<file path="config.mk">
export PLATFORM = sky130hd
export DESIGN_NAME = amlp_host_flat
export DESIGN_NICKNAME = d
export VERILOG_FILES = /design/src/hdl/amlp_pkg.sv /design/src/hdl/amlp_if.sv /design/src/hdl/amlp_host.sv /design/src/flat_wrapper.sv
export SDC_FILE = /design/constraint.sdc
export NUM_CORES = 1
export LEC_CHECK = 0
export BUFFER_PORTS_ARGS = -buffer_cell sky130_fd_sc_hd__clkbuf_2
export CORE_ASPECT_RATIO = 1.2
export CORE_MARGIN = 2
export CORE_UTILIZATION = 25
export CTS_BUF_LIST = sky130_fd_sc_hd__clkbuf_2
export CTS_CLUSTER_DIAMETER = 100
export CTS_CLUSTER_SIZE = 30
export DETAILED_ROUTE_END_ITERATION = 8
export GPL_ROUTABILITY_DRIVEN = 0
export PLACE_DENSITY = 0.45
export SYNTH_ARGS = -nofsm -noshare
export SYNTH_HDL_FRONTEND = slang
export SYNTH_SLANG_ARGS = --single-unit
</file>
<file path="constraint.sdc">
create_clock -name clk_sys -period 2.5 [get_ports clk_sys]
set_input_delay 0.375 -clock clk_sys [delete_from_list [all_inputs] [get_ports clk_sys]]
set_output_delay 0.375 -clock clk_sys [all_outputs]
set_load 0.01 [all_outputs]
</file>
<file path="src/hdl/amlp_pkg.sv">
`default_nettype none
package amlp_pkg;
  localparam int AMLP_DATA_W = 8;
  localparam int AMLP_ADDR_W = 4;
  localparam int AMLP_CARD_ADDR_W = 10;
  localparam int AMLP_MEM_DEPTH = 128;
  localparam logic [3:0] AMLP_ADDR_CONFIG = 4'h2;
  localparam int AMLP_LOAD_BIT = 7;
  localparam logic [7:0] AMLP_CONFIG_RST = 8'h00;
  localparam logic [7:0] AMLP_MEM_ADDR_MAX = 8'h7F;
  localparam logic [9:0] AMLP_EXT_ATTR_LO = 10'h200;
  localparam logic [9:0] AMLP_EXT_ATTR_HI = 10'h3FF;
  localparam int AMLP_CLK_MHZ = 125;
  // loader wait of 0.6/f_MHz ms, 600 clock cycles as the WAIT_CYC default
  localparam int AMLP_WAIT_CYC = 600;
  localparam logic [7:0] AMLP_LOAD_ON = 8'h80;
  localparam logic [7:0] AMLP_LOAD_OFF = 8'h00;
endpackage
`default_nettype wire

</file>
<file path="src/hdl/amlp_if.sv">
`timescale 1ns/1ps
`default_nettype none
interface amlp_if;
  import amlp_pkg::*;
  logic [AMLP_DATA_W-1:0] local_bus_h;
  logic [AMLP_DATA_W-1:0] local_bus_d;
  logic local_bus_oe_d;
  logic [AMLP_ADDR_W-1:0] reg_addr;
  logic module_select_n;
  logic attribute_select_n;
  logic addr_latch;
  logic write_n;
  logic read_n;
  logic external_load_enable;
  modport dev (
    input local_bus_h, reg_addr, module_select_n, attribute_select_n, addr_latch,
    input write_n, read_n, external_load_enable,
    output local_bus_d, local_bus_oe_d
  );
  modport host (
    output local_bus_h, reg_addr, module_select_n, attribute_select_n, addr_latch,
    output write_n, read_n, external_load_enable,
    input local_bus_d, local_bus_oe_d
  );
endinterface
`default_nettype wire

</file>
<file path="src/hdl/amlp_host.sv">
`timescale 1ns/1ps
`default_nettype none
module amlp_host #(
  parameter int WAIT_CYC = amlp_pkg::AMLP_WAIT_CYC
) (
  input wire logic clk_sys,
  input wire logic rstn,
  amlp_if.host bus,
  input wire logic enable_load,
  input wire logic start_load,
  input wire logic wr_valid,
  input wire logic [6:0] wr_addr,
  input wire logic [7:0] wr_data,
  input wire logic finish_load,
  output logic wr_ready,
  output logic load_active
);
  import amlp_pkg::*;

  typedef enum logic [2:0] {
    AMLP_IDLE = 3'b000, AMLP_CFG = 3'b001, AMLP_ADR = 3'b010,
    AMLP_DAT = 3'b011, AMLP_WAIT = 3'b100, AMLP_EXIT = 3'b101
  } amlp_state_t;

  amlp_state_t st_q, st_d;
  logic [7:0] bus_q, bus_d;
  logic [7:0] dat_q, dat_d;
  logic [15:0] cnt_q, cnt_d;
  logic [1:0] ph_q, ph_d;
  logic ale_q, ale_d, wr_q, wr_d, ms_q, ms_d, cs_q, cs_d, on_q, on_d, ex_q, ex_d;
  logic waited_q, waited_d;

  always_comb begin
    st_d = st_q;
    bus_d = bus_q;
    dat_d = dat_q;
    cnt_d = cnt_q;
    ph_d = ph_q;
    ale_d = 1'b0;
    wr_d = 1'b1;
    ms_d = 1'b1;
    cs_d = 1'b1;
    on_d = on_q;
    ex_d = enable_load;
    waited_d = waited_q;
    if (cnt_q != 16'h0000) begin
      cnt_d = cnt_q - 16'h0001;
    end
    if (cnt_q == 16'h0001) begin
      waited_d = 1'b1;
    end
    case (st_q)
      AMLP_IDLE: begin
        ph_d = 2'h0;
        if (start_load && !on_q) begin
          st_d = AMLP_CFG;
          bus_d = AMLP_LOAD_ON;
          cnt_d = 16'(WAIT_CYC);
          waited_d = 1'b0;
        end else if (wr_valid && on_q) begin
          st_d = AMLP_ADR;
          bus_d = {1'b0, wr_addr};
          dat_d = wr_data;
        end else if (finish_load && on_q && waited_q) begin
          st_d = AMLP_EXIT;
          bus_d = AMLP_LOAD_OFF;
        end
      end
      AMLP_CFG, AMLP_EXIT: begin
        ms_d = 1'b0;
        wr_d = (ph_q == 2'h1) ? 1'b0 : 1'b1;
        ph_d = ph_q + 2'h1;
        if (ph_q == 2'h2) begin
          // entry write with the enable low is refused
          on_d = (st_q == AMLP_CFG) && ex_q;
          st_d = AMLP_IDLE;
        end
      end
      AMLP_ADR: begin
        cs_d = 1'b0;
        ale_d = (ph_q != 2'h2);
        ph_d = ph_q + 2'h1;
        if (ph_q == 2'h2) begin
          st_d = AMLP_DAT;
          bus_d = dat_q;
          ph_d = 2'h0;
        end
      end
      AMLP_DAT: begin
        cs_d = 1'b0;
        wr_d = (ph_q == 2'h1) ? 1'b0 : 1'b1;
        ph_d = ph_q + 2'h1;
        if (ph_q == 2'h2) begin
          st_d = AMLP_IDLE;
        end
      end
      default: begin
        st_d = AMLP_IDLE;
      end
    endcase
  end

  always_ff @(posedge clk_sys or negedge rstn) begin
    if (!rstn) begin
      st_q <= AMLP_IDLE;
      bus_q <= 8'h00;
      dat_q <= 8'h00;
      cnt_q <= 16'h0000;
      ph_q <= 2'h0;
      ale_q <= 1'b0;
      wr_q <= 1'b1;
      ms_q <= 1'b1;
      cs_q <= 1'b1;
      on_q <= 1'b0;
      ex_q <= 1'b0;
      waited_q <= 1'b0;
    end else begin
      st_q <= st_d;
      bus_q <= bus_d;
      dat_q <= dat_d;
      cnt_q <= cnt_d;
      ph_q <= ph_d;
      ale_q <= ale_d;
      wr_q <= wr_d;
      ms_q <= ms_d;
      cs_q <= cs_d;
      on_q <= on_d;
      ex_q <= ex_d;
      waited_q <= waited_d;
    end
  end

  assign bus.local_bus_h = bus_q;
  assign bus.reg_addr = AMLP_ADDR_CONFIG;
  assign bus.module_select_n = ms_q;
  assign bus.attribute_select_n = cs_q;
  assign bus.addr_latch = ale_q;
  assign bus.write_n = wr_q;
  assign bus.read_n = 1'b1;
  assign bus.external_load_enable = ex_q;
  assign wr_ready = (st_q == AMLP_IDLE) && on_q;
  assign load_active = on_q;
endmodule
`default_nettype wire

</file>
<file path="src/flat_wrapper.sv">
// flat-port wrapper written by rule: the top's interface ports become plain ports
module amlp_host_flat import amlp_pkg::*;
#(
  parameter int WAIT_CYC = amlp_pkg::AMLP_WAIT_CYC
)
  (clk_sys, rstn, enable_load, start_load, wr_valid, wr_addr, wr_data, finish_load, wr_ready, load_active, bus_local_bus_h, bus_reg_addr, bus_module_select_n, bus_attribute_select_n, bus_addr_latch, bus_write_n, bus_read_n, bus_external_load_enable, bus_local_bus_d, bus_local_bus_oe_d);
  amlp_if bus_i ();
  input wire logic clk_sys;
  input wire logic rstn;
  input wire logic enable_load;
  input wire logic start_load;
  input wire logic wr_valid;
  input wire logic [6:0] wr_addr;
  input wire logic [7:0] wr_data;
  input wire logic finish_load;
  output logic wr_ready;
  output logic load_active;
  output wire logic [$bits(bus_i.local_bus_h)-1:0] bus_local_bus_h;
  output wire logic [$bits(bus_i.reg_addr)-1:0] bus_reg_addr;
  output wire logic [$bits(bus_i.module_select_n)-1:0] bus_module_select_n;
  output wire logic [$bits(bus_i.attribute_select_n)-1:0] bus_attribute_select_n;
  output wire logic [$bits(bus_i.addr_latch)-1:0] bus_addr_latch;
  output wire logic [$bits(bus_i.write_n)-1:0] bus_write_n;
  output wire logic [$bits(bus_i.read_n)-1:0] bus_read_n;
  output wire logic [$bits(bus_i.external_load_enable)-1:0] bus_external_load_enable;
  input wire logic [$bits(bus_i.local_bus_d)-1:0] bus_local_bus_d;
  input wire logic [$bits(bus_i.local_bus_oe_d)-1:0] bus_local_bus_oe_d;
  assign bus_local_bus_h = bus_i.local_bus_h;
  assign bus_reg_addr = bus_i.reg_addr;
  assign bus_module_select_n = bus_i.module_select_n;
  assign bus_attribute_select_n = bus_i.attribute_select_n;
  assign bus_addr_latch = bus_i.addr_latch;
  assign bus_write_n = bus_i.write_n;
  assign bus_read_n = bus_i.read_n;
  assign bus_external_load_enable = bus_i.external_load_enable;
  assign bus_i.local_bus_d = bus_local_bus_d;
  assign bus_i.local_bus_oe_d = bus_local_bus_oe_d;
  amlp_host #(.WAIT_CYC(WAIT_CYC)) u_core (.clk_sys(clk_sys), .rstn(rstn), .bus(bus_i), .enable_load(enable_load), .start_load(start_load), .wr_valid(wr_valid), .wr_addr(wr_addr), .wr_data(wr_data), .finish_load(finish_load), .wr_ready(wr_ready), .load_active(load_active));
endmodule
</file>
---- Word level (Yosys, flattened, before mapping) ----
Index checks and enable logic that the tools add are counted.
word-level totals
  register bits after elaboration ......... 44
  input bits .............................. 30
  word-level logic and storage cells ...... 68
operators by class
  $add $sub $neg .......................... 2
  equality and inequality tests ........... 11
  multiplexer cells ....................... 24
  bitwise gates (word level) .............. 1
  reductions and logical operators ........ 18
operators by type and width
  operator                                                                  count
  16-bit two-way mux                                                        3
  8-bit two-way mux                                                         4
  16-bit by 1-bit equality test with 1-bit output (second input constant)   1
  8-bit case mux with 2 select lines                                        1
  16-bit nonzero test                                                       1
  16-bit by 1-bit subtractor with 16-bit output (second input constant)     1
  3-bit two-way mux                                                         5
  3-bit case mux with 3 select lines                                        1
  3-bit AND reduction                                                       3
  1-bit two-way mux                                                         8
  3-bit by 2-bit equality test with 1-bit output (second input constant)    2
  1-bit logical AND                                                         6
  2-bit case mux with 3 select lines                                        1
  2-bit by 1-bit inequality test with 1-bit output (second input constant)  2
  4-bit by 1-bit inequality test with 1-bit output (second input constant)  1
  2-bit OR reduction                                                        2
  3-bit by 1-bit equality test with 1-bit output (second input constant)    1
  3-bit equality test (second input constant)                               1
  3-bit logical NOT                                                         1
  3-bit nonzero test                                                        1
  3-bit OR reduction                                                        1
  2-bit by 1-bit adder with 2-bit output (second input constant)            1
  2-bit by 1-bit equality test with 1-bit output (second input constant)    1
  2-bit equality test (second input constant)                               1
  other kinds (6)                                                           6

---- Longest topological paths before layout ----
  depth after elaboration ................. 6
  mapped depth ............................ 7

---- Least setup slack after synthesis ----
No wires, ideal clock.
  path type ............................... reg2reg
  start ................................... register u_core.cnt_q[0]
  end ..................................... register u_core.cnt_q[10]
  data arrival time ....................... 2.019 ns
  setup slack ............................. 0.344 ns
  stages on the path, launching flop included .. 7
  buffers on the path ..................... 0
  clock period less this slack ............ 2.156 ns
  cell sequence ........................... dfrtp_1 -> inv_1 -> ha_1 -> or4b_2 -> o311ai_0 -> or4_2 -> a21oi_1
on the way
  word-level cells in the longest chain between the ends .. 4
  elaborated cells between the ends (all ways) .. 5
  classes of those cells .................. add/sub: 1; mux: 3; reduce/logical: 1
ends and longest elaborated chain
  item                                                                                         RTL line                          text
  start, declared                                                                              amlp_host.sv:28                   logic [15:0] cnt_q, cnt_d;
  start signal, assigned                                                                       amlp_host.sv:121                  cnt_q <= cnt_d;
  16-bit by 1-bit subtractor with 16-bit output / 16-bit nonzero test (equally long branches)  amlp_host.sv:47, amlp_host.sv:46
  16-bit two-way mux (*)                                                                       amlp_host.sv:46                   if (cnt_q != 16'h0000) begin
  16-bit two-way mux                                                                           amlp_host.sv:55                   if (start_load && !on_q) begin
  16-bit two-way mux (*)                                                                       amlp_host.sv:52                   case (st_q)
  net u_core.cnt_d[10]                                                                         amlp_host.sv:28
The timed path passes the listed nets; every way through them passes the cells marked *.
A chain may end at the register's enable or synchronous reset.

---- Worst setup path in the final report ----
  start ................................... register u_core.cnt_q[1]
  end ..................................... register u_core.cnt_q[9]
The elaborated chain is that of the path after synthesis.

==> impl_metrics.py <==
metrics = {
    "sta": {
        "tightestPinTransition_ns": 0.9814,
        "hold_violations": 0,
        "slew-limit-headroom_pct": 34.47,
        "slew_viol_final": 0,
        "hold_ws_ns": 0.1453,
        "tns_ns": 0,
        "rsz0062_at_grt": "false",
        "fin_crit_ns": 2.242,
        "fmax_ghz": 0.4461,
        "setup_viol": 0,
        "fin_skew_ns": 0.02147,
        "period_share_pct": 89.66,
    },
    "worst_setup_path": {
        "r2r_start": "u_core.cnt_q[1]$_DFF_PN0_",
        "cp-startpoint": "u_core.cnt_q[1]$_DFF_PN0_",
        "cp-end-kind": "flip-flop",
        "worst-setup-path-type": "flip-flop to flip-flop",
        "start_kind": "flip-flop",
        "r2r_slack_ns": 0.26,
        "required_ns": 2.84,
        "rr_worst_depth": 7,
        "worstReg2RegEnd": "u_core.cnt_q[9]$_DFF_PN0_",
        "crit_path_end": "u_core.cnt_q[9]$_DFF_PN0_",
        "critPathMaxFanout": 5,
        "cp.arrival_ns": 2.58,
    },
    "global_routing": {
        "grt_overflow": 0,
        "grt_usage_pct": 11.14,
        "grt_pass1_vias": 1764,
        "grt_pass1_wl_um": 8749,
        "grt_max_degree": 26,
        "grt_antenna_before_repair": 0,
    },
    "synth": {
        "ys_ff_latch": 44,
        "async_flop_share_pct": 100.0,
        "synth-seq-area-share_pct": 48.70,
        "synth_cell_types": 49,
        "yosysWarnings": 0,
        "synth_ff_type": "dfrtp_1",
        "synth_edf_count": 0,
        "syn-cell-area_mm2": 0.002268,
        "avgSynthCellArea_um2": 9.949,
        "yosys.area.top_type_share_pct": 45.23,
        "ys_top_cells_by_area": "dfrtp_1 (45%), mux2_2 (4.5%), a21oi_1 (4.0%)",
        "yosysTopAreaCell": "dfrtp_1",
        "synthCells": 228,
    },
    "layout": {
        "nets": 311,
        "area_delta_synth_final_pct": 20.63,
        "utilization_pct": 30.61,
        "final_area_mm2": 0.002736,
        "drive_gt1_share_pct": 28.26,
    },
    "clocking": {
        "root_buffer": "clkbuf_2",
        "tritoncts": "built",
        "htreeDepth": 2,
        "cts_resized": 0,
        "clk_pin_slew_worst_paths_ns": 0.27,
        "cts_buffer_depth": 2,
        "postCtsSetupBuffers": 0,
        "cts_sinks": 44,
        "cts_made_buffers": 5,
        "clock_latency_ns": 0.44,
    },
    "place": {
        "place_area_mm2": 0.002643,
        "portBuffers": 35,
        "dpl.hpwl_um": 3829,
    },
    "floorplanning": {
        "die_w_um": 90.96,
        "core_mm2": 0.008939,
        "rows": 38,
        "ioPinCount": 50,
        "die_area_mm2": 0.009855,
        "die_y_um": 108.3,
        "start_util_pct": 25.38,
    },
    "run": {
        "drv_cap": 0,
    },
    "route": {
        "first_iter_violations": 94,
        "drcViolationCount": 0,
        "route.vias.total": 1844,
        "via_per_inst": 4.645,
        "wl_per_cell_um": 13.44,
        "ant_nets": 0,
        "routed_wl_um": 5337,
        "detail_route.first_pass.iterations": 4,
    },
    "worst_hold_path": {
        "min_path_type": "input port to flip-flop",
    },
    "pwr": {
        "p_leak_nw": 1.260,
        "power_density_mw_per_mm2": 1027,
        "ir_worst_vdd_mv": 0.2790,
    },
    "status": {
        "outcome": "finished, final reports clean",
    },
}
## layout by cell type, fill, tap and decap left out, types with 2 or more instances in the layout
cell	n
a21oi_1	18
a22oi_1	3
and2_1	2
and3_1	10
buf_4	13
clkbuf_2	40
conb_1	5
dfrtp_1	41
dfstp_2	3
dlygate4sd3_1	2
ha_1	6
inv_1	6
mux2_2	9
mux2i_1	2
nand2_1	17
nand2b_1	7
nand3_1	5
nand3b_1	3
nand4_1	3
nor2_1	13
nor2b_1	2
nor3_1	7
nor3b_1	4
nor4_1	3
o21ai_0	15
o221ai_1	2
o311ai_0	2
o31ai_1	2
or2_2	2
or3_1	3
or4_1	2
or4_4	2
## critical path, cell delays in order, from the launching register on
cell	delay [ns]
dfrtp_1	0.47
inv_1	0.11
ha_1	0.16
or4b_2	0.61
buf_4	0.17
nor3_1	0.22
nor3_1	0.08
or3b_1	0.34
## kinds of logic (layout without fill, tap and decap cells)
logic type,count (synthesis),count (layout),synth area share [%]
compound gates,50,50,13.29
xor+xnor,2,2,0.7723
fa+ha+maj,6,6,3.309
buf+inv,19,64,3.971
flops,44,44,48.70
mux,11,11,5.350
other cells,2,6,0.3311
simple gates,94,94,24.27
## Yosys cell counts, types with 3 or more instances
cell / n
a22oi_1: 3
buf_4: 5
nor2_1: 13
dfstp_2: 3
nand3b_1: 3
nor3_1: 7
nand2b_1: 7
dfrtp_1: 41
nor4_1: 3
nand3_1: 5
inv_1: 6
ha_1: 6
nand2_1: 17
nor3b_1: 4
clkbuf_1: 8
a21oi_1: 18
o311ai_0: 3
mux2_2: 9
and3_1: 10
nand4_1: 3
o21ai_0: 15
or3_1: 3
## per-stage QoR
stage / power (mW) / worst slack, ns / instances
2_1_floorplan: 1.977 / 0.3442 / 231
4_1_cts: 2.861 / 0.2353 / 396
3_3_place_gp: 2.383 / 0.3167 / 386
5_1_grt: 3.067 / 0.05792 / 396
3_5_place_dp: 2.408 / 0.2641 / 386
6_report: 2.811 / 0.2584 / 397
## what timing repair did
action | CTS | global route
hold buffers | 2 | 0
setup endpoints to repair | 0 | 0
endpoints found under the hold margin | 21 | 0
## final cells by class
class | instances | area [um2]
Fill cell | 992 | 6202
Sequential cell | 44 | 1105
Multi-Input combinational cell | 168 | 1092
Timing Repair Buffer | 50 | 292.8
Tap cell | 120 | 150.1
Clock inverter | 3 | 46.29
Clock buffer | 5 | 25.02
Inverter | 6 | 22.52
Antenna cell | 1 | 2.502
## registers in the layout (all words and copies together), names as in the netlist
signal / count
u_core.bus.addr_latch: 1
u_core.bus.attribute_select_n: 1
u_core.bus.external_load_enable: 1
u_core.bus.local_bus_h: 8
u_core.bus.module_select_n: 1
u_core.bus.write_n: 1
u_core.cnt_q: 16
u_core.dat_q: 8
u_core.load_active: 1
u_core.ph_q: 2
u_core.st_q: 3
u_core.waited_q: 1
## worst min path at each step
stage               start  depth (start not counted)                              end
6_report       wr_data[4]                          2      u_core.dat_q[4]$_DFFE_PN0P_
5_1_grt        wr_data[2]                          2      u_core.dat_q[2]$_DFFE_PN0P_
4_1_cts        wr_data[5]                          2      u_core.dat_q[5]$_DFFE_PN0P_
3_5_place_dp         rstn                          1       u_core.cnt_q[11]$_DFF_PN0_
3_3_place_gp         rstn                          1       u_core.cnt_q[11]$_DFF_PN0_
2_1_floorplan        rstn                          0  u_core.bus.addr_latch$_DFF_PN0_
## layer usage
layer / GRT usage, % / vias to the layer above / share of wire, %
li1: - / 911 / -
met1: 14.74 / 897 / 48
met2: 17.99 / 32 / 48
met3: 2.160 / 4 / 2.5
met4: 4.437 / 0 / 1.3
met5: 0 / - / 0
## power by group
| part | switching, mW | leakage (nW) | internal [mW] |
|---|---|---|---|
| combinational | 0.585 | 0.669 | 0.529 |
| clock | 0.264 | 0.0396 | 0.172 |
| sequential | 0.277 | 0.551 | 0.984 |
| total | 1.13 | 1.26 | 1.68 |
(Power assumes the default switching activity.)
